[config.mk]
export PLATFORM = sky130hd
export DESIGN_NAME = sif_top
export DESIGN_NICKNAME = d
export VERILOG_FILES = /design/src/sif_pkg.sv /design/src/sif_sync_if.sv /design/src/sif_sync_filter.sv /design/src/sif_top.sv
export SDC_FILE = /design/constraint.sdc
export NUM_CORES = 1
export LEC_CHECK = 0
export ABC_AREA = 0
export BUFFER_PORTS_ARGS = -buffer_cell sky130_fd_sc_hd__buf_2
export CAP_MARGIN = 10
export CORE_UTILIZATION = 61
export DETAILED_ROUTE_END_ITERATION = 12
export PLACE_DENSITY_LB_ADDON = 0.25
export SLEW_MARGIN = 20
export SYNTH_ARGS = -nofsm -noshare
export SYNTH_HDL_FRONTEND = slang
export SYNTH_SLANG_ARGS = --single-unit
[constraint.sdc]
create_clock -name pclk -period 6.15 [get_ports pclk]
set_input_delay 0.9225 -clock pclk [delete_from_list [all_inputs] [get_ports pclk]]
set_output_delay 0.9225 -clock pclk [all_outputs]
set_load 0.02 [all_outputs]
[src/sif_pkg.sv]
package sif_pkg;

  // ----------------------------------------------------------------
  // bus and register map
  // ----------------------------------------------------------------
  localparam int ADDR_W = 8;
  localparam int DATA_W = 32;
  localparam logic [7:0] OFS_MODE = 8'h00;
  localparam logic [7:0] OFS_I2C_STAT = 8'h04;
  localparam logic [7:0] OFS_DATA = 8'h08;
  // spi_config_control and i2c_own_address share one location
  localparam logic [7:0] OFS_CFG = 8'h0C;
  localparam logic [7:0] OFS_TOUT = 8'h10;
  localparam logic [7:0] RST_MODE = 8'hE0;
  localparam logic [7:0] RST_ZERO = 8'h00;
  localparam logic [7:0] MODE_WMASK = 8'hEF;
  localparam logic [7:0] STAT_WMASK = 8'h98;

  // ----------------------------------------------------------------
  // field positions
  // ----------------------------------------------------------------
  localparam int MODE_LO = 5;
  localparam int DEB_LO = 2;
  localparam int EN_BIT = 1;
  localparam int ICF_BIT = 0;
  localparam int POL_BIT = 5;
  localparam int EDGE_BIT = 4;
  localparam int ORDER_BIT = 3;
  localparam int SELECT_PIN_ENABLE_BIT = 2;
  localparam int WRITE_COLLISION_FLAG_BIT = 1;
  localparam int TRF_BIT = 0;
  localparam int HCF_BIT = 7;
  localparam int BUSY_BIT = 5;
  localparam int HTX_BIT = 4;
  localparam int NOACK_BIT = 3;

  // ----------------------------------------------------------------
  // pins seen through the synchroniser
  // ----------------------------------------------------------------
  localparam int PIN_W = 5;
  localparam int PIN_SCK = 0;
  localparam int PIN_SDI = 1;
  localparam int PIN_SCS = 2;
  localparam int PIN_SCL = 3;
  localparam int PIN_SDA = 4;
  localparam logic [4:0] SYNC_RST = 5'h1C;

  // ----------------------------------------------------------------
  // timing counts
  // ----------------------------------------------------------------
  localparam logic [5:0] HALF_DIV4 = 6'h02;
  localparam logic [5:0] HALF_DIV16 = 6'h08;
  localparam logic [5:0] HALF_DIV64 = 6'h20;
  localparam logic [3:0] WORD_LAST = 4'h7;
  localparam logic [3:0] EDGE_LAST = 4'hF;
  localparam logic [3:0] I2C_ACK = 4'h8;
  localparam logic [3:0] I2C_AFTER = 4'h9;
  localparam logic [2:0] DEB_SHORT = 3'h2;
  localparam logic [2:0] DEB_LONG = 3'h4;

  typedef enum logic [2:0] {
    MODE_DIV4 = 3'b000,
    MODE_DIV16 = 3'b001,
    MODE_DIV64 = 3'b010,
    MODE_SUB = 3'b011,
    MODE_TIMER = 3'b100,
    MODE_SPI_SLAVE = 3'b101,
    MODE_I2C_SLAVE = 3'b110,
    MODE_UNUSED = 3'b111
  } sif_mode_t;

  typedef enum logic [1:0] {
    ST_IDLE = 2'b00,
    ST_RUN = 2'b01
  } sif_state_t;

endpackage : sif_pkg

[src/sif_sync_if.sv]
`timescale 1ns/1ps
interface sif_sync_if;
  logic [1:0] deb_sel;
  logic sck_s;
  logic sdi_s;
  logic scs_n_s;
  logic scl_f;
  logic sda_s;
  modport filt (input deb_sel, output sck_s, sdi_s, scs_n_s, scl_f, sda_s);
  modport core (output deb_sel, input sck_s, sdi_s, scs_n_s, scl_f, sda_s);
endinterface : sif_sync_if

[src/sif_sync_filter.sv]
`timescale 1ns/1ps
module sif_sync_filter (
  input wire logic pclk,
  input wire logic presetn,
  input wire logic [sif_pkg::PIN_W-1:0] pins_in,
  sif_sync_if.filt sy
);
  import sif_pkg::*;

  logic [PIN_W-1:0] s1_reg;
  logic [PIN_W-1:0] s1_next;
  logic [PIN_W-1:0] s2_reg;
  logic [PIN_W-1:0] s2_next;
  logic [2:0] cnt_reg;
  logic [2:0] cnt_next;
  logic [2:0] need;
  logic scl_reg;
  logic scl_next;

  // ----------------------------------------------------------------
  // two-stage synchronisers, one per pin
  // ----------------------------------------------------------------
  genvar g;
  generate
    for (g = 0; g < PIN_W; g++)
    begin : g_sync
      assign s1_next[g] = pins_in[g];
      assign s2_next[g] = s1_reg[g];
    end
  endgenerate

  // ----------------------------------------------------------------
  // clock-line debounce
  // ----------------------------------------------------------------
  always_comb
  begin
    case (sy.deb_sel)
      2'b00: need = 3'h0;
      2'b01: need = DEB_SHORT;
      default: need = DEB_LONG;
    endcase
    cnt_next = 3'h0;
    scl_next = scl_reg;
    // a new level must persist for need cycles before it is accepted
    if (s2_reg[PIN_SCL] != scl_reg)
    begin
      if (cnt_reg + 3'h1 >= need)
        scl_next = s2_reg[PIN_SCL];
      else
        cnt_next = cnt_reg + 3'h1;
    end
  end

  always_ff @(posedge pclk or negedge presetn)
  begin
    if (!presetn)
    begin
      s1_reg <= SYNC_RST;
      s2_reg <= SYNC_RST;
      cnt_reg <= 3'h0;
      scl_reg <= 1'b1;
    end
    else
    begin
      s1_reg <= s1_next;
      s2_reg <= s2_next;
      cnt_reg <= cnt_next;
      scl_reg <= scl_next;
    end
  end

  assign sy.sck_s = s2_reg[PIN_SCK];
  assign sy.sdi_s = s2_reg[PIN_SDI];
  assign sy.scs_n_s = s2_reg[PIN_SCS];
  assign sy.sda_s = s2_reg[PIN_SDA];
  assign sy.scl_f = scl_reg;

endmodule : sif_sync_filter

[src/sif_top.sv]
`timescale 1ns/1ps
// Summary of operation
// master starts shifting when data is written
// completed word sets transfer flag, software clears
// slave shifts on each external clock pulse
// disabled interface releases all its pins
// select pin floats unless select enable set
// enabled idle: data input floats, output high
// master clock idles at the polarity setting
// slave clock pin is an input only
// master makes the clock; no write, no transfer
// bit order must match on both ends
// software configures mode, then order, then enable
// received word reaches data register when complete
// external master selects, then clocks slave data
// write during transfer flags collision, discarded
// hardware only sets collision flag
// software polls flag, reads data, clears flag
// two-wire side is slave only, both directions
// two-wire outputs only ever pull low
// optional clock debounce of two or four cycles
// system clock must meet two-wire minimums
// mode field selects master clock, slave, two-wire
// debounce field: none, two, or four cycles
// polarity and edge bits pick sampling edge
// bit order: high is msb first
// each transfer is exactly eight clock pulses
// reset clears flags; collision stays until cleared
module sif_top (
  input wire logic pclk,
  input wire logic presetn,
  input wire logic psel,
  input wire logic penable,
  input wire logic pwrite,
  input wire logic [sif_pkg::ADDR_W-1:0] paddr,
  input wire logic [sif_pkg::DATA_W-1:0] pwdata,
  output logic [sif_pkg::DATA_W-1:0] prdata,
  output logic pready,
  output logic pslverr,
  input wire logic sub_tick,
  input wire logic timer_tick,
  input wire logic sck_in,
  output logic sck_out,
  output logic sck_oe_n,
  input wire logic sdi_in,
  output logic sdo_out,
  output logic sdo_oe_n,
  input wire logic slave_select_n_in,
  output logic slave_select_n_out,
  output logic slave_select_n_oe_n,
  input wire logic scl_in,
  output logic scl_out,
  output logic scl_oe_n,
  input wire logic sda_in,
  output logic sda_out,
  output logic sda_oe_n
);
  import sif_pkg::*;

  // ----------------------------------------------------------------
  // decode helpers
  // ----------------------------------------------------------------
  function automatic logic reg_valid(input logic [ADDR_W-1:0] a);
    reg_valid = (a == OFS_MODE) || (a == OFS_I2C_STAT) ||
      (a == OFS_DATA) || (a == OFS_CFG) || (a == OFS_TOUT);
  endfunction : reg_valid

  // the sampling edge is the rising one when polarity equals edge select
  function automatic logic is_capture(input logic pol, input logic edg,
                                      input logic rise);
    is_capture = (rise == (pol == edg));
  endfunction : is_capture

  sif_sync_if sy ();

  sif_sync_filter u_filt (
    .pclk(pclk),
    .presetn(presetn),
    .pins_in({sda_in, scl_in, slave_select_n_in, sdi_in, sck_in}),
    .sy(sy)
  );

  logic [7:0] mode_reg, mode_next;
  logic [7:0] stat_reg, stat_next;
  logic [7:0] cfg_reg, cfg_next;
  logic [7:0] data_reg, data_next;
  logic [7:0] tout_reg, tout_next;
  logic [7:0] buf_reg, buf_next;
  logic [31:0] prdata_reg, prdata_next;
  sif_state_t state_reg, state_next;
  logic [5:0] div_reg, div_next;
  logic [3:0] edge_reg, edge_next;
  logic [3:0] cap_reg, cap_next;
  logic [3:0] bit_reg, bit_next;
  logic sck_reg, sck_next;
  logic sdo_reg, sdo_next;
  logic sck_prev_reg, sck_prev_next;
  logic scl_prev_reg, scl_prev_next;
  logic sda_prev_reg, sda_prev_next;
  logic sda_low_reg, sda_low_next;

  sif_mode_t mode;
  logic en, is_master, is_slave, is_i2c, spi_on;
  logic pol, edg, msb_first, select_pin_enable;
  logic wr, rd_setup, busy;
  logic [5:0] half;
  logic tick, m_edge, s_edge, s_sel, ev, ev_rise, cap_ev;
  logic scl_rise, scl_fall, i2c_start, i2c_stop;

  // ----------------------------------------------------------------
  // configuration decode
  // ----------------------------------------------------------------
  assign mode = sif_mode_t'(mode_reg[MODE_LO+2:MODE_LO]);
  assign en = mode_reg[EN_BIT];
  assign is_master = en && (mode <= MODE_TIMER);
  assign is_slave = en && (mode == MODE_SPI_SLAVE);
  assign is_i2c = en && (mode == MODE_I2C_SLAVE);
  assign spi_on = is_master || is_slave;
  assign pol = cfg_reg[POL_BIT];
  assign edg = cfg_reg[EDGE_BIT];
  assign msb_first = cfg_reg[ORDER_BIT];
  assign select_pin_enable = cfg_reg[SELECT_PIN_ENABLE_BIT];
  assign sy.deb_sel = mode_reg[DEB_LO+1:DEB_LO];
  assign busy = (state_reg == ST_RUN);
  assign wr = psel && penable && pwrite && reg_valid(paddr);
  assign rd_setup = psel && !penable;

  // ----------------------------------------------------------------
  // master clock divider and edge events
  // ----------------------------------------------------------------
  always_comb
  begin
    case (mode)
      MODE_DIV4: half = HALF_DIV4;
      MODE_DIV16: half = HALF_DIV16;
      default: half = HALF_DIV64;
    endcase
  end

  // external sources give one enable pulse per half period
  assign tick = (mode == MODE_SUB) ? sub_tick :
                (mode == MODE_TIMER) ? timer_tick :
                (div_reg == half - 6'h01);
  assign m_edge = is_master && busy && tick;
  // select line only gates the slave when its enable bit is set
  assign s_sel = !select_pin_enable || !sy.scs_n_s;
  assign s_edge = is_slave && s_sel && (sy.sck_s != sck_prev_reg);
  assign ev = m_edge || s_edge;
  assign ev_rise = is_master ? !sck_reg : sy.sck_s;
  assign cap_ev = ev && is_capture(pol, edg, ev_rise);

  assign scl_rise = is_i2c && sy.scl_f && !scl_prev_reg;
  assign scl_fall = is_i2c && !sy.scl_f && scl_prev_reg;
  assign i2c_start = is_i2c && sy.scl_f && sda_prev_reg && !sy.sda_s;
  assign i2c_stop = is_i2c && sy.scl_f && !sda_prev_reg && sy.sda_s;

  // ----------------------------------------------------------------
  // next state
  // ----------------------------------------------------------------
  always_comb
  begin
    mode_next = mode_reg;
    stat_next = stat_reg;
    cfg_next = cfg_reg;
    data_next = data_reg;
    tout_next = tout_reg;
    buf_next = buf_reg;
    prdata_next = prdata_reg;
    state_next = state_reg;
    div_next = div_reg;
    edge_next = edge_reg;
    cap_next = cap_reg;
    bit_next = bit_reg;
    sck_next = sck_reg;
    sdo_next = sdo_reg;
    sck_prev_next = sy.sck_s;
    scl_prev_next = sy.scl_f;
    sda_prev_next = sy.sda_s;
    sda_low_next = sda_low_reg;

    if (rd_setup)
    begin
      case (paddr)
        OFS_MODE: prdata_next = {24'h000000, mode_reg};
        OFS_I2C_STAT: prdata_next = {24'h000000, stat_reg};
        OFS_DATA: prdata_next = {24'h000000, data_reg};
        OFS_CFG: prdata_next = {24'h000000, cfg_reg};
        OFS_TOUT: prdata_next = {24'h000000, tout_reg};
        default: prdata_next = 32'h00000000;
      endcase
    end

    // software writes come first so that hardware sets below win
    if (wr)
    begin
      case (paddr)
        OFS_MODE: mode_next = pwdata[7:0] & MODE_WMASK;
        OFS_I2C_STAT: stat_next = (stat_reg & ~STAT_WMASK) |
                                  (pwdata[7:0] & STAT_WMASK);
        OFS_CFG: cfg_next = pwdata[7:0];
        OFS_TOUT: tout_next = pwdata[7:0];
        OFS_DATA:
        begin
          if (spi_on && busy)
            cfg_next[WRITE_COLLISION_FLAG_BIT] = 1'b1;
          else
          begin
            data_next = pwdata[7:0];
            buf_next = pwdata[7:0];
            if (spi_on)
            begin
              // first bit is presented before the first clock edge
              sdo_next = msb_first ? pwdata[7] : pwdata[0];
              cap_next = 4'h0;
              edge_next = 4'h0;
              div_next = 6'h00;
            end
            if (is_master)
              state_next = ST_RUN;
          end
        end
        default: ;
      endcase
    end

    // spi clock generation
    if (is_master && busy)
      div_next = tick ? 6'h00 : div_reg + 6'h01;
    if (m_edge)
    begin
      sck_next = !sck_reg;
      edge_next = edge_reg + 4'h1;
    end
    else if (!busy)
      sck_next = !pol;

    if (s_edge && !busy)
      state_next = ST_RUN;

    // shift engine shared by master and slave
    if (cap_ev)
    begin
      buf_next = msb_first ? {buf_reg[6:0], sy.sdi_s} :
                             {sy.sdi_s, buf_reg[7:1]};
      cap_next = cap_reg + 4'h1;
    end
    else if (ev && (cap_reg != 4'h0))
      sdo_next = msb_first ? buf_reg[7] : buf_reg[0];

    // eight captures end a slave word; sixteen edges end a master word
    if ((is_slave && cap_ev && (cap_reg == WORD_LAST)) ||
        (m_edge && (edge_reg == EDGE_LAST)))
    begin
      data_next = buf_next;
      cfg_next[TRF_BIT] = 1'b1;
      state_next = ST_IDLE;
      sdo_next = 1'b1;
    end

    // slave deselected mid-word: word is dropped and flagged
    if (is_slave && busy && select_pin_enable && sy.scs_n_s)
    begin
      state_next = ST_IDLE;
      cap_next = 4'h0;
      sdo_next = 1'b1;
      mode_next[ICF_BIT] = 1'b1;
    end

    // two-wire slave byte engine, msb first with acknowledge
    if (i2c_start)
    begin
      stat_next[BUSY_BIT] = 1'b1;
      bit_next = 4'h0;
      sda_low_next = 1'b0;
    end
    else if (i2c_stop)
    begin
      stat_next[BUSY_BIT] = 1'b0;
      sda_low_next = 1'b0;
    end
    else if (scl_rise && (bit_reg < I2C_ACK))
    begin
      buf_next = {buf_reg[6:0], sy.sda_s};
      bit_next = bit_reg + 4'h1;
    end
    else if (scl_fall)
    begin
      if (bit_reg == I2C_ACK)
      begin
        if (!stat_reg[HTX_BIT])
          data_next = buf_reg;
        stat_next[HCF_BIT] = 1'b1;
        sda_low_next = !stat_reg[HTX_BIT] && !stat_reg[NOACK_BIT];
        bit_next = I2C_AFTER;
      end
      else
      begin
        if (bit_reg == I2C_AFTER)
          bit_next = 4'h0;
        sda_low_next = stat_reg[HTX_BIT] && !buf_reg[7];
      end
    end

    // disabled interface: engines parked
    if (!spi_on)
    begin
      state_next = ST_IDLE;
      cap_next = 4'h0;
      sdo_next = 1'b1;
    end
    if (!is_i2c)
    begin
      sda_low_next = 1'b0;
      stat_next[BUSY_BIT] = 1'b0;
    end
  end

  always_ff @(posedge pclk or negedge presetn)
  begin
    if (!presetn)
    begin
      mode_reg <= RST_MODE;
      stat_reg <= RST_ZERO;
      cfg_reg <= RST_ZERO;
      data_reg <= RST_ZERO;
      tout_reg <= RST_ZERO;
      buf_reg <= RST_ZERO;
      prdata_reg <= 32'h00000000;
      state_reg <= ST_IDLE;
      div_reg <= 6'h00;
      edge_reg <= 4'h0;
      cap_reg <= 4'h0;
      bit_reg <= 4'h0;
      sck_reg <= 1'b1;
      sdo_reg <= 1'b1;
      sck_prev_reg <= 1'b0;
      scl_prev_reg <= 1'b1;
      sda_prev_reg <= 1'b1;
      sda_low_reg <= 1'b0;
    end
    else
    begin
      mode_reg <= mode_next;
      stat_reg <= stat_next;
      cfg_reg <= cfg_next;
      data_reg <= data_next;
      tout_reg <= tout_next;
      buf_reg <= buf_next;
      prdata_reg <= prdata_next;
      state_reg <= state_next;
      div_reg <= div_next;
      edge_reg <= edge_next;
      cap_reg <= cap_next;
      bit_reg <= bit_next;
      sck_reg <= sck_next;
      sdo_reg <= sdo_next;
      sck_prev_reg <= sck_prev_next;
      scl_prev_reg <= scl_prev_next;
      sda_prev_reg <= sda_prev_next;
      sda_low_reg <= sda_low_next;
    end
  end

  // ----------------------------------------------------------------
  // bus answer and pins
  // ----------------------------------------------------------------
  assign prdata = prdata_reg;
  assign pready = 1'b1;
  assign pslverr = psel && penable && !reg_valid(paddr);

  // a released pin has its enable high; data input is never driven
  assign sck_out = sck_reg;
  assign sck_oe_n = !is_master;
  assign sdo_out = sdo_reg;
  assign sdo_oe_n = !spi_on;
  assign slave_select_n_out = !busy;
  assign slave_select_n_oe_n = !(is_master && select_pin_enable);
  // open-drain: output value is always low, only the enable moves
  assign scl_out = 1'b0;
  assign scl_oe_n = 1'b1;
  assign sda_out = 1'b0;
  assign sda_oe_n = !sda_low_reg;

endmodule : sif_top

[Yosys cells after proc, flatten, opt, wreduce, memory -nomap -nowiden]
Index checks and enable logic that the tools add are counted.
Storage, ports and cells
  bits in registers: 119
  input port bits: 52
  output and inout port bits: 44
Cells by class
  $add $sub $neg: 6
  $lt $le $gt $ge: 3
  eq/ne operators: 36
  muxes and demuxes: 93
  bitwise logic cells: 1
  reductions and logical operators: 92
Operator list (number)
  2-to-1 mux 8 bit: 20
  2-to-1 mux 4 bit: 17
  one-hot mux 8 bit (5 select lines): 1
  2-to-1 mux 1 bit: 36
  2-to-1 mux 6 bit: 6
  logical AND 1 bit: 34
  nonzero test 2 bit: 11
  inequality test 4 x 1 -> 1 bit (second input constant): 5
  logical NOT 1 bit: 18
  AND reduction 2 bit: 9
  equality test 8 x 4 -> 1 bit (second input constant): 2
  2-to-1 mux 2 bit: 8
  adder 4 x 1 -> 4 bit (second input constant): 3
  equality test 4 bit (second input constant): 3
  one-hot mux 6 bit (2 select lines): 1
  AND reduction 4 bit: 3
  inequality test 5 x 1 -> 1 bit (second input constant): 2
  inequality test 5 x 2 -> 1 bit (second input constant): 2
  equality test 3 bit (second input constant): 3
  AND reduction 3 bit: 3
  equality test 8 x 3 -> 1 bit (second input constant): 1
  equality test 8 x 5 -> 1 bit (second input constant): 1
  logical NOT 8 bit: 1
  logical OR 1 bit: 8
  25 further kinds: 33

[Longest topological paths before layout]
Gate-level depths: netlist of the first run.
  depth after elaboration: 19
  mapped depth: 12
  gate-level depth less buffers: 10

[Cells and area by module]
A second synthesis of the first run with hierarchy kept.
Unflattened totals
  cell total of the unflattened synthesis: 515
  area total of the unflattened synthesis: 5218.8 sq um
Modules (own cells, without submodules)
  sif_top: instances 1, cells each 484, area an instance 4727.0 sq um
  sif_sync_filter: instances 1, cells each 31, area an instance 491.7 sq um

[Least setup slack after synthesis of the first run]
Ideal clock, no wire load.
  path kind: register to register
  from: register mode_reg[5]
  to: register buf_reg[5]
  data arrival time: 2.917 ns
  required time: 6.073 ns
  slack: 3.155 ns
  cell stages (with the launch flop): 12
  path buffers: 2
  path through: dfstp_2 > buf_2 > nor2b_1 > nand2b_1 > ha_1 > xnor2_1 > mux2i_1 > nor4_1 > o311ai_2 > buf_2 > mux2_2 > a21oi_1
On the way
  cells in the longest elaborated chain, start to end: 13
RTL lines
  from (decl): line sif_top.sv:83  | logic [7:0] mode_reg, mode_next;
  from (signal assigned): line sif_top.sv:343  | mode_reg <= mode_next;
  equality test 3 x 1 -> 1 bit / logical NOT 3 bit (equally long branches): line sif_top.sv:133  | case (mode)
  one-hot mux 6 bit (2 select lines): line sif_top.sv:133
  subtractor 6 x 1 -> 6 bit: line sif_top.sv:143  | (div_reg == half - 6'h01);
  equality test 6 bit: line sif_top.sv:143
  2-to-1 mux 1 bit: line sif_top.sv:142  | (mode == MODE_TIMER) ? timer_tick :
  2-to-1 mux 1 bit: line sif_top.sv:141  | assign tick = (mode == MODE_SUB) ? sub_tick :
  logical AND 1 bit: line sif_top.sv:144  | assign m_edge = is_master && busy && tick;
  logical OR 1 bit: line sif_top.sv:148  | assign ev = m_edge || s_edge;
  logical AND 1 bit: line sif_top.sv:150  | assign cap_ev = ev && is_capture(pol, edg, ev_rise);
  2-to-1 mux 8 bit: line sif_top.sv:241  | if (cap_ev)
  2-to-1 mux 8 bit: line sif_top.sv:281  | else if (scl_rise && (bit_reg < I2C_ACK))
  2-to-1 mux 8 bit: line sif_top.sv:276  | else if (i2c_stop)
  2-to-1 mux 8 bit (*): line sif_top.sv:270  | if (i2c_start)
  named net buf_next[5]: line sif_top.sv:88  | logic [7:0] buf_reg, buf_next;
  to (signal assigned): line sif_top.sv:348  | buf_reg <= buf_next;
  to (decl): line sif_top.sv:88
Mark *: on every way through the listed nets, which the timed path passes. The rest lies on a longest branch.
A chain may end at the register's enable or synchronous reset.

[Worst setup path in the final report of the first run]
  from: input paddr[7] (netlist bit)
  to: output pslverr
On the way
  cells in the longest elaborated chain, start to end: 7
RTL lines
  from (decl): line sif_top.sv:35  | input wire logic [sif_pkg::ADDR_W-1:0] paddr,
  equality test 8 x 3 -> 1 bit / logical NOT 8 bit (equally long branches): line sif_top.sv:64  | reg_valid = (a == OFS_MODE) || (a == OFS_I2C_STAT) ||
  logical OR 1 bit (2 in series): line sif_top.sv:64
  logical OR 1 bit: line sif_top.sv:65  | (a == OFS_DATA) || (a == OFS_CFG) || (a == OFS_TOUT);
  logical OR 1 bit (*): line sif_top.sv:65
  logical NOT 1 bit (*): line sif_top.sv:369  | assign pslverr = psel && penable && !reg_valid(paddr);
  logical AND 1 bit (*): line sif_top.sv:369
  to (decl): line sif_top.sv:39  | output logic pslverr,
Mark *: on every way between the ends. The rest lies on a longest branch, timed or not.

==> results of run 1 <==
==> routing by layer <==
| metal | GRT usage (%) | up-vias |
|---|---|---|
| met1 | 36.0 | 1875 |
| met5 | 0 | - |
| met4 | 11.3 | 0 |
| li1 | - | 1842 |
| met2 | 40.9 | 114 |
| met3 | 4.13 | 18 |
==> cell usage in the layout, fill, tap and decap left out, drive strengths merged, types with 19 or more instances in the layout <==
cell and instances:
conb 28, a21oi 21, nor2 40, nand2 45, buf 44, mux2 47, inv 19, dfrtp 76
mux2i 39, o21ai 38
==> area by class of cell <==
class | instances | area (um^2)
tap | 105 | 131
fill | 656 | 2690
timing repair buffer | 44 | 229
multi-input combinational | 387 | 2660
sequential | 90 | 2270
clock inverter | 7 | 51.3
inverter | 16 | 60.1
clock buffer | 9 | 124
==> report_power, final <==
group	internal (mW)	switching [mW]
Sequential	0.602	0.00749
Clock	0.150	0.221
Combinational	0.0222	0.0540
==> worst paths after layout <==
check | to | cells past startpoint | slack [ns]
setup / recovery | pslverr | 7 | 2.77
hold / removal | u_filt.s2_reg[1] | 0 | 0.36
setup reg to reg | data_reg[4] | 10 | 2.90
hold reg to reg | u_filt.s2_reg[1] | 0 | 0.36
max in group asynchronous | bit_reg[1] | 1 | 4.98
min in group asynchronous | div_reg[3] | 1 | 0.59
==> through the flow <==
| stage | setup slack (ns) | util, % | instances |
|---|---|---|---|
| 6_report | 2.77 | 67.3 | 658 |
| 5_1_grt | 2.54 | 67.3 | 658 |
| 4_1_cts | 2.81 | 67.2 | 658 |
| 3_5_place_dp | 2.79 | 65.1 | 642 |
| 3_3_place_gp | 2.80 | 65.1 | 642 |
| 2_1_floorplan | 3.16 | - | 540 |
==> logic make-up (layout without fill, tap and decap cells) <==
| family | Yosys count | count (layout) |
|---|---|---|
| DFF | 90 | 90 |
| xor gates and xnor gates | 9 | 9 |
| other | 2 | 28 |
| AOI/OAI and AO/OA | 97 | 97 |
| buffers and inverters | 63 | 76 |
| and+or+nand+nor | 155 | 155 |
| muxes | 86 | 86 |
| adders and majority gates | 12 | 12 |
==> cell usage after synthesis (all sizes together), types with 9 or more instances <==
library cell / number / share of area [%]
a21oi: 21 / 2.0
dfrtp: 76 / 37
inv: 16 / 1.2
nor2: 40 / 2.9
ha: 12 / 2.9
nand2: 45 / 3.2
nand3: 15 / 1.7
mux2i: 39 / 7.5
nor2b: 9 / 1.1
mux2: 47 / 10
clkbuf: 10 / 0.72
o21ai: 38 / 3.7
dfstp: 14 / 7.1
buf: 37 / 5.1
==> results.py, run 1 <==
metrics = {
    "outcome": {
        "status": "completed",
    },
    "floorplan": {
        "initial_core_util_pct": 63.3,
        "dieHeight_um": 94.3,
        "die_area_um2": 8890,
        "ios": 96,
        "placementRows": 33,
        "die_w_um": 94.3,
        "core_area_um2": 8220,
    },
    "sta": {
        "hold_ws_ns": 0.356,
        "fmax_mhz": 296,
        "fin_skew_ns": 0.0123,
        "finalHoldViolCount": 0,
        "setup_tns_ns": 0,
        "max-slew-margin-rel_pct": 46.5,
        "final.period_utilization_pct": 55.0,
        "drv_slew": 0,
        "rsz0062_at_grt": "no",
        "setup_viol": 0,
        "tightest_slew_ns": 0.803,
        "period_minus_slack_ns": 3.38,
    },
    "setup_path": {
        "endpoint_kind": "output port",
        "cp-startpoint": "paddr[7]",
        "path_max_fanout": 7,
        "cpLargestDelayFamily": "simple AND/OR/NAND/NOR gates",
        "critPathLaunchType": "primary input",
        "crit_chain": "buf_2 > nor3_1 > nand2_1 > nor3_1 > nand2_1 > and4b_1 > buf_2",
        "critPathKind": "primary input to output port",
        "required_ns": 5.23,
        "critPathBufInv": 2,
        "crit_path_top_delay_cell": "nor3_1",
        "crit_path_max_incr_delay_ns": 0.59,
        "arrival_ns": 2.46,
        "worstReg2RegStart": "mode_reg[5]",
    },
    "clocking": {
        "cts-root-buf": "clkbuf_8",
        "cts_setup_buffers": 0,
        "clkTransAtPathRegs_ns": 0.09,
        "cts_buffers": 9,
        "cts_buffer_depth": 2,
        "cts_resized": 0,
        "postCtsHoldBufs": 0,
        "insertion_delay_ns": 0.36,
        "cts_tree": "yes",
        "htreeDepth": 3,
        "clock_sinks": 90,
    },
    "yosys": {
        "ys_types": 57,
        "avgSynthCellArea_um2": 10.1,
        "yosys.area_share.simple_pct": 15.4,
        "synthCells": 514,
        "ys.warnings.count": 0,
        "synth_mux_area_share_pct": 17.8,
        "synth_xor_area_share_pct": 1.52,
        "syn_area_um2": 5200,
        "seq_area_frac_synth_pct": 43.7,
        "synth-async-reset-ratio_pct": 100,
        "ys_ff_latch": 90,
        "synthAdderAreaFrac_pct": 2.89,
        "ys.flop_type": "dfrtp_1",
        "synth_edf_count": 0,
        "synth_compound_area_share_pct": 11.6,
        "synth_top_family_by_area": "multiplexers",
    },
    "global_routing": {
        "overflow": 0,
        "grt_start_max_net_pins": 91,
        "grt_pass1_wl_um": 17700,
        "grt.total_usage_pct": 26.2,
        "grt_pass1_vias": 3622,
        "grt_antenna_before_repair": 0,
    },
    "hold_path": {
        "hp-class": "register to register",
        "hp-start": "u_filt.s1_reg[1]",
    },
    "route": {
        "dr.first_iter.drc_count": 186,
        "wl_met3_um": 502,
        "dr_total_vias": 3849,
        "drc": 0,
        "wl_met2_um": 5130,
        "routed.top_layer": "met4",
        "routed_wl_um": 10800,
        "m1WireLength_um": 4920,
        "post_drt_wl_per_cell_um": 16.4,
        "drt_pass1_iterations": 4,
        "via_per_inst": 5.85,
        "ant_nets": 0,
    },
    "pwr": {
        "power_mw": 1.06,
        "cellLeakagePower_nw": 2.60,
        "power_density_nw_per_um2": 191,
        "ir_drop_v": 0.000123,
    },
    "layout": {
        "area_growth_pct": 6.38,
        "antenna_cells": 0,
        "layout.nets": 612,
        "fin_area_um2": 5530,
        "drive_above_1_share_pct": 22.4,
    },
    "placement": {
        "port_buffers": 43,
        "dp_hpwl_um": 7800,
        "gp_congestion": 0.884,
        "dpl_cell_area_um2": 5350,
    },
    "job": {
        "max_cap_viol_count": 0,
    },
}
No activity file was read; power rests on OpenSTA's default activity.
==> inputs of run 2 (changes only) <==
--- a/config.mk
+++ b/config.mk
@@ -8,7 +8,7 @@
 export ABC_AREA = 0
 export BUFFER_PORTS_ARGS = -buffer_cell sky130_fd_sc_hd__buf_2
 export CAP_MARGIN = 10
-export CORE_UTILIZATION = 61
+export CORE_UTILIZATION = 51
 export DETAILED_ROUTE_END_ITERATION = 12
 export PLACE_DENSITY_LB_ADDON = 0.25
 export SLEW_MARGIN = 20
==> constraint.sdc (replaced) <==
create_clock -name pclk -period 3 [get_ports pclk]
set_input_delay 0.45 -clock pclk [delete_from_list [all_inputs] [get_ports pclk]]
set_output_delay 0.45 -clock pclk [all_outputs]
set_load 0.02 [all_outputs]
==> run 2 against run 1 <==
Effect of this change: critical path depth rose by 3; hold slack got worse by 0.27 ns; flip-flop and latch count did not move; die area rose by 19%; first-iteration DRC count fell by 0.54%; sequential power rose by 100%; via count rose by 1.1%; largest cell class unchanged; clock-buffer cell count rose by 3.
==> results.py, run 2 (synthesis gave the netlist of run 1 again) <==
metrics = {
    "outcome": {
        "status": "completed",
    },
    "sta": {
        "drv_slew": 0,
        "tightest_slew_ns": 0.658,
        "hold_ws_ns": 0.0894,
        "max-slew-margin-rel_pct": 56.1,
        "final.period_utilization_pct": 94.7,
        "setup_viol": 0,
        "fin_skew_ns": 0.0110,
        "period_minus_slack_ns": 2.84,
        "finalHoldViolCount": 0,
        "fmax_mhz": 352,
    },
    "global_routing": {
        "grt_antenna_before_repair": 0,
        "grt_pass1_wl_um": 18200,
        "grt_start_max_net_pins": 91,
        "overflow": 0,
        "grt_pass1_vias": 3581,
        "grt.total_usage_pct": 22.8,
    },
    "clocking": {
        "insertion_delay_ns": 0.37,
        "htreeDepth": 3,
        "cts_buffers": 9,
        "cts_tree": "yes",
        "clock_sinks": 90,
        "clkTransAtPathRegs_ns": 0.09,
        "postCtsHoldBufs": 0,
        "cts_buffer_depth": 2,
        "cts-root-buf": "clkbuf_8",
    },
    "pwr": {
        "clockPowerShare_pct": 39.7,
        "seq_power_share_pct": 53.5,
        "cellLeakagePower_nw": 2.69,
        "pwr-share-comb_pct": 6.8,
        "netSwitchingPower_uw": 560,
        "power_density_nw_per_um2": 407,
        "switching_share_pct": 23.9,
        "ir_drop_v": 0.000305,
        "p_int_mw": 1.78,
    },
    "setup_path": {
        "r2r_end": "buf_reg[3]",
        "endpoint_kind": "register",
        "crit_path_max_incr_delay_ns": 0.59,
        "required_ns": 3.29,
        "crit_cells": 10,
        "worst-r2r-cell-count": 10,
        "critPathBufInv": 1,
        "path_max_fanout": 6,
        "ff2ff_setup_slack_ns": 0.16,
        "crit_path_top_delay_cell": "dfstp_2",
        "crit_chain": "nor2b_4 > nand2b_1 > ha_1 > xnor2_2 > mux2i_2 > nor4_1 > o311ai_2 > buf_4 > mux2_2 > a21oi_1",
        "critPathLaunchType": "register",
        "arrival_ns": 3.13,
        "cpLargestDelayFamily": "multiplexers",
        "worstReg2RegStart": "mode_reg[5]",
        "critPathKind": "register to register",
    },
    "layout": {
        "postLayoutCoreUtil_pct": 58.5,
        "antenna_cells": 0,
        "fin_area_um2": 5740,
        "stdcell_count": 698,
        "most-common-layout-cells": "dfrtp_1 (76), nand2_1 (45), buf_2 (42)",
        "drive_above_1_share_pct": 24.2,
        "final_common_cell": "dfrtp_1",
        "layout.nets": 624,
        "area_growth_pct": 10.5,
    },
    "placement": {
        "dp_hpwl_um": 8070,
        "port_buffers": 43,
        "dpl_cell_area_um2": 5460,
        "dpl.cell_count": 677,
        "gp_congestion": 0.861,
    },
    "route": {
        "routed_wl_um": 11400,
        "drt_pass1_iterations": 5,
        "via_per_inst": 5.58,
        "ant_nets": 0,
        "dr_total_vias": 3893,
        "drc": 0,
        "dr.first_iter.drc_count": 185,
        "post_drt_wl_per_cell_um": 16.4,
    },
    "floorplan": {
        "dieHeight_um": 103,
        "initial_core_util_pct": 52.9,
        "placementRows": 36,
        "ios": 96,
        "die_w_um": 103,
        "die_area_um2": 10600,
        "core_area_um2": 9820,
    },
    "job": {
        "max_cap_viol_count": 0,
    },
    "hold_path": {
        "hp-class": "primary input to async pin",
    },
}
==> run 2: changes by cell type in the layout (fill, tap and decap cells not counted), moves of 2 or more <==
cell        before  now
buf_4            1   11
buf_12           0    2
bufinv_16        0    2
clkbuf_1         0    2
clkinvlp_4       2    0
inv_6            3    1
==> run 2: cell type report <==
type,count,area (um^2)
Multi-Input combinational cell,387,2680
Sequential cell,90,2270
Clock buffer,12,145
Inverter,16,60.1
Timing Repair Buffer,56,344
Tap cell,133,166
Clock inverter,4,73.8
Fill cell,862,4080
==> run 2: how the worst max path moves through the flow <==
stage                      startpoint         end  slack (ns)
final                     mode_reg[5]  buf_reg[3]        0.16
after global routing      mode_reg[5]  buf_reg[2]      -0.007
after CTS                 mode_reg[5]  buf_reg[7]        0.02
after detailed placement  mode_reg[5]  buf_reg[7]        0.09
after global placement    mode_reg[5]  buf_reg[2]        0.13
after floorplan           mode_reg[5]  buf_reg[5]       0.005
==> run 2: power by group through the flow <==
stage                     clock network (mW)  logic [mW]  registers [mW]
final                                  0.928       0.159            1.25
after global routing                   0.996       0.178            1.25
after CTS                              0.958       0.161            1.25
after detailed placement                   0       0.160            1.27
after global placement                     0       0.158            1.27
after floorplan                            0       0.120            1.27
==> run 2: metrics by stage <==
stage / setup slack [ns] / power [mW] / TNS, ns
floorplan: 0.00545 / 1.39 / 0
global placement: 0.133 / 1.43 / 0
detailed placement: 0.0891 / 1.43 / 0
CTS: 0.0232 / 2.37 / 0
global route: -0.00714 / 2.43 / -0.00876
finish: 0.159 / 2.34 / 0
==> run 2: repair_timing <==
action,4_1_cts,5_1_grt
setup buffers,0,4
endpoints found under the setup margin,0,22
resized for setup,0,7
==> run 2: metal layers <==
metal | share of wire, % | up-vias | wire (um) | global-route usage, %
met5 | 0 | - | 0 | 0
met4 | 1.5 | 0 | 166 | 7.04
met3 | 3.8 | 14 | 435 | 4.54
met2 | 49 | 89 | 5570 | 37.4
met1 | 46 | 1935 | 5240 | 30.6
li1 | - | 1855 | - | -
==> inputs of run 3 (changes only) <==
--- a/config.mk
+++ b/config.mk
@@ -14,4 +14,5 @@
 export SLEW_MARGIN = 20
 export SYNTH_ARGS = -nofsm -noshare
 export SYNTH_HDL_FRONTEND = slang
+export SYNTH_HIERARCHICAL = 1
 export SYNTH_SLANG_ARGS = --single-unit
==> run 3 against run 2 <==
Effect of this change: die area rose by 0.40%; sequential power barely moved; highest routed layer is now met5; hold slack improved by 0.016 ns; final area fell by 1.4%; first-iteration DRC count fell by 17%; critical endpoint is now buf_reg[6]; routed wire length fell by 1.5%; area after synthesis rose by 0.41%; synthesized cell count rose by 0.19%; flip-flop and latch count did not move; largest cell class unchanged; clock power rose by 5.3%; largest power group unchanged; power rose by 4.9%.
==> results.py, run 3 <==
metrics = {
    "yosys": {
        "ys_types": 67,
        "synth_common_cells": "dfrtp_1 (76), nand2_1 (56), mux2_2 (37)",
        "synthCells": 515,
        "synth_top_area_share_pct": 36.4,
        "synth-async-reset-ratio_pct": 100,
        "ys.flop_type": "dfrtp_1",
        "synth_most_common_cell": "dfrtp_1",
        "synth_edf_count": 0,
        "ys.warnings.count": 6,
        "syn_area_um2": 5220,
        "seq_area_frac_synth_pct": 43.5,
        "netlist_top_cells_area": "dfrtp_1 (36%), mux2_2 (8.0%), dfstp_2 (7.0%)",
        "synth.largest_area_cell": "dfrtp_1",
        "ys_ff_latch": 90,
        "avgSynthCellArea_um2": 10.1,
    },
    "setup_path": {
        "path_max_fanout": 16,
        "worstReg2RegStart": "mode_reg[6]",
        "arrival_ns": 3.03,
        "crit_path_top_delay_cell": "dfstp_2",
        "r2r_end": "buf_reg[6]",
        "cpLargestDelayFamily": "compound AO/OA/AOI/OAI gates",
        "endpoint_kind": "register",
        "crit_chain": "nor2_1 > nand2_1 > ha_1 > inv_1 > a221o_1 > nor3_2 > a21boi_2 > a211oi_4 > buf_12 > mux2_2 > o21ai_0",
        "crit_path_max_incr_delay_ns": 0.64,
        "critPathBufInv": 2,
        "required_ns": 3.28,
        "ff2ff_setup_slack_ns": 0.25,
        "critPathKind": "register to register",
        "worst-r2r-cell-count": 11,
        "critPathLaunchType": "register",
        "cp-startpoint": "mode_reg[6]",
    },
    "route": {
        "ant_nets": 0,
        "routed_wl_um": 11300,
        "drc": 0,
        "drt_pass1_iterations": 5,
        "dr.first_iter.drc_count": 153,
        "via_per_inst": 5.56,
        "post_drt_wl_per_cell_um": 16.3,
        "dr_total_vias": 3843,
    },
    "placement": {
        "port_buffers": 43,
        "gp_congestion": 0.826,
        "dp_hpwl_um": 8220,
        "dpl_cell_area_um2": 5430,
    },
    "global_routing": {
        "grt_pass1_vias": 3662,
        "grt.total_usage_pct": 23.1,
        "grt_antenna_before_repair": 1,
        "grt_pass1_wl_um": 18300,
        "overflow": 0,
        "grt_start_max_net_pins": 50,
    },
    "pwr": {
        "power_density_nw_per_um2": 433,
        "cellLeakagePower_nw": 2.57,
        "ir_drop_v": 0.000192,
    },
    "outcome": {
        "status": "completed",
    },
    "layout": {
        "antenna_cells": 0,
        "most-common-layout-cells": "dfrtp_1 (76), nand2_1 (56), buf_2 (42)",
        "layout.nets": 617,
        "seq_area_um2": 2270,
        "final_common_cell": "dfrtp_1",
        "area_growth_pct": 8.49,
        "fillers": 845,
        "fin_area_um2": 5660,
        "postLayoutCoreUtil_pct": 57.4,
        "drive_above_1_share_pct": 24.9,
        "multiInputGateArea_um2": 2630,
    },
    "sta": {
        "rsz0062_at_grt": "no",
        "drv_slew": 0,
        "setup_tns_ns": 0,
        "fmax_mhz": 364,
        "max-slew-margin-rel_pct": 56.2,
        "hold_ws_ns": 0.106,
        "fin_skew_ns": 0.00778,
        "finalHoldViolCount": 0,
        "tightest_slew_ns": 0.656,
        "final.period_utilization_pct": 91.6,
        "period_minus_slack_ns": 2.75,
        "setup_viol": 0,
    },
    "clocking": {
        "cts_tree": "yes",
        "htreeDepth": 3,
        "cts_setup_buffers": 0,
        "cts-root-buf": "clkbuf_8",
        "postCtsHoldBufs": 0,
        "clock_sinks": 90,
        "clkTransAtPathRegs_ns": 0.09,
        "cts_buffers": 9,
        "cts_buffer_depth": 2,
        "cts_resized": 0,
        "insertion_delay_ns": 0.37,
    },
    "hold_path": {
        "hp-class": "primary input to async pin",
    },
    "floorplan": {
        "die_w_um": 103,
        "die_area_um2": 10600,
        "ios": 96,
        "placementRows": 36,
        "initial_core_util_pct": 52.9,
        "dieHeight_um": 103,
        "core_area_um2": 9860,
    },
    "job": {
        "max_cap_viol_count": 0,
    },
}
## run 3: cell type report
type,instances,share of cell area (%)
clock buffers,10,2.25
clock inverters,6,1.86
inverters,20,1.33
multi-input cells,381,46.4
flip-flops and latches,90,40.1
well taps,133,2.94
repair buffers,51,5.13
## run 3: worst max-delay path by stage
stage             endpoint  slack [ns]  depth (start not counted)
3_5_place_dp    buf_reg[6]        0.30                         11
5_1_grt         buf_reg[6]        0.04                         11
3_3_place_gp    buf_reg[6]        0.32                         10
6_report        buf_reg[6]        0.25                         11
2_1_floorplan  data_reg[7]        0.39                         12
4_1_cts         buf_reg[6]        0.25                         11
## run 3: cells by family (layout without fill, tap and decap cells)
logic type      Yosys count  in the layout  share of synthesized area (%)
xor+xnor                 11             11                           1.99
mux                      74             74                           15.4
buf+inv                  70             87                           8.03
compound gates           97             97                           12.4
simple gates            159            159                           15.7
other cells               2             28                          0.144
flops                    90             90                           43.5
fa+ha+maj                12             12                           2.88
## run 3: per-layer routing
| layer | vias to the layer above | global-route usage [%] | share of wire [%] |
|---|---|---|---|
| met3 | 16 | 4.88 | 5.1 |
| met4 | 2 | 7.58 | 1.7 |
| met1 | 1863 | 32.4 | 48 |
| met2 | 121 | 35.8 | 45 |
| met5 | - | 0 | 0.12 |
| li1 | 1841 | - | - |
## run 3: report_power, final
group | switching (mW) | internal [mW]
registers | 0.0337 | 1.25
clock network | 0.427 | 0.549
logic | 0.127 | 0.0672
total | 0.588 | 1.86
## run 3: per-stage QoR
step	power (mW)	setup slack [ns]	instances
final	2.45	0.251	691
after floorplan	1.44	0.386	541
after CTS	2.48	0.254	691
after global placement	1.49	0.323	675
after detailed placement	1.50	0.299	675
after global routing	2.56	0.0411	691
## run 3: worst register-to-register path, cell delays in order (launching register included)
cell and delay (ns):
dfstp_2 0.64, nor2_1 0.12, nand2_1 0.10, ha_1 0.14, inv_1 0.05, a221o_1 0.34
nor3_2 0.13, a21boi_2 0.11, a211oi_4 0.30, buf_12 0.19, mux2_2 0.37, o21ai_0 0.16
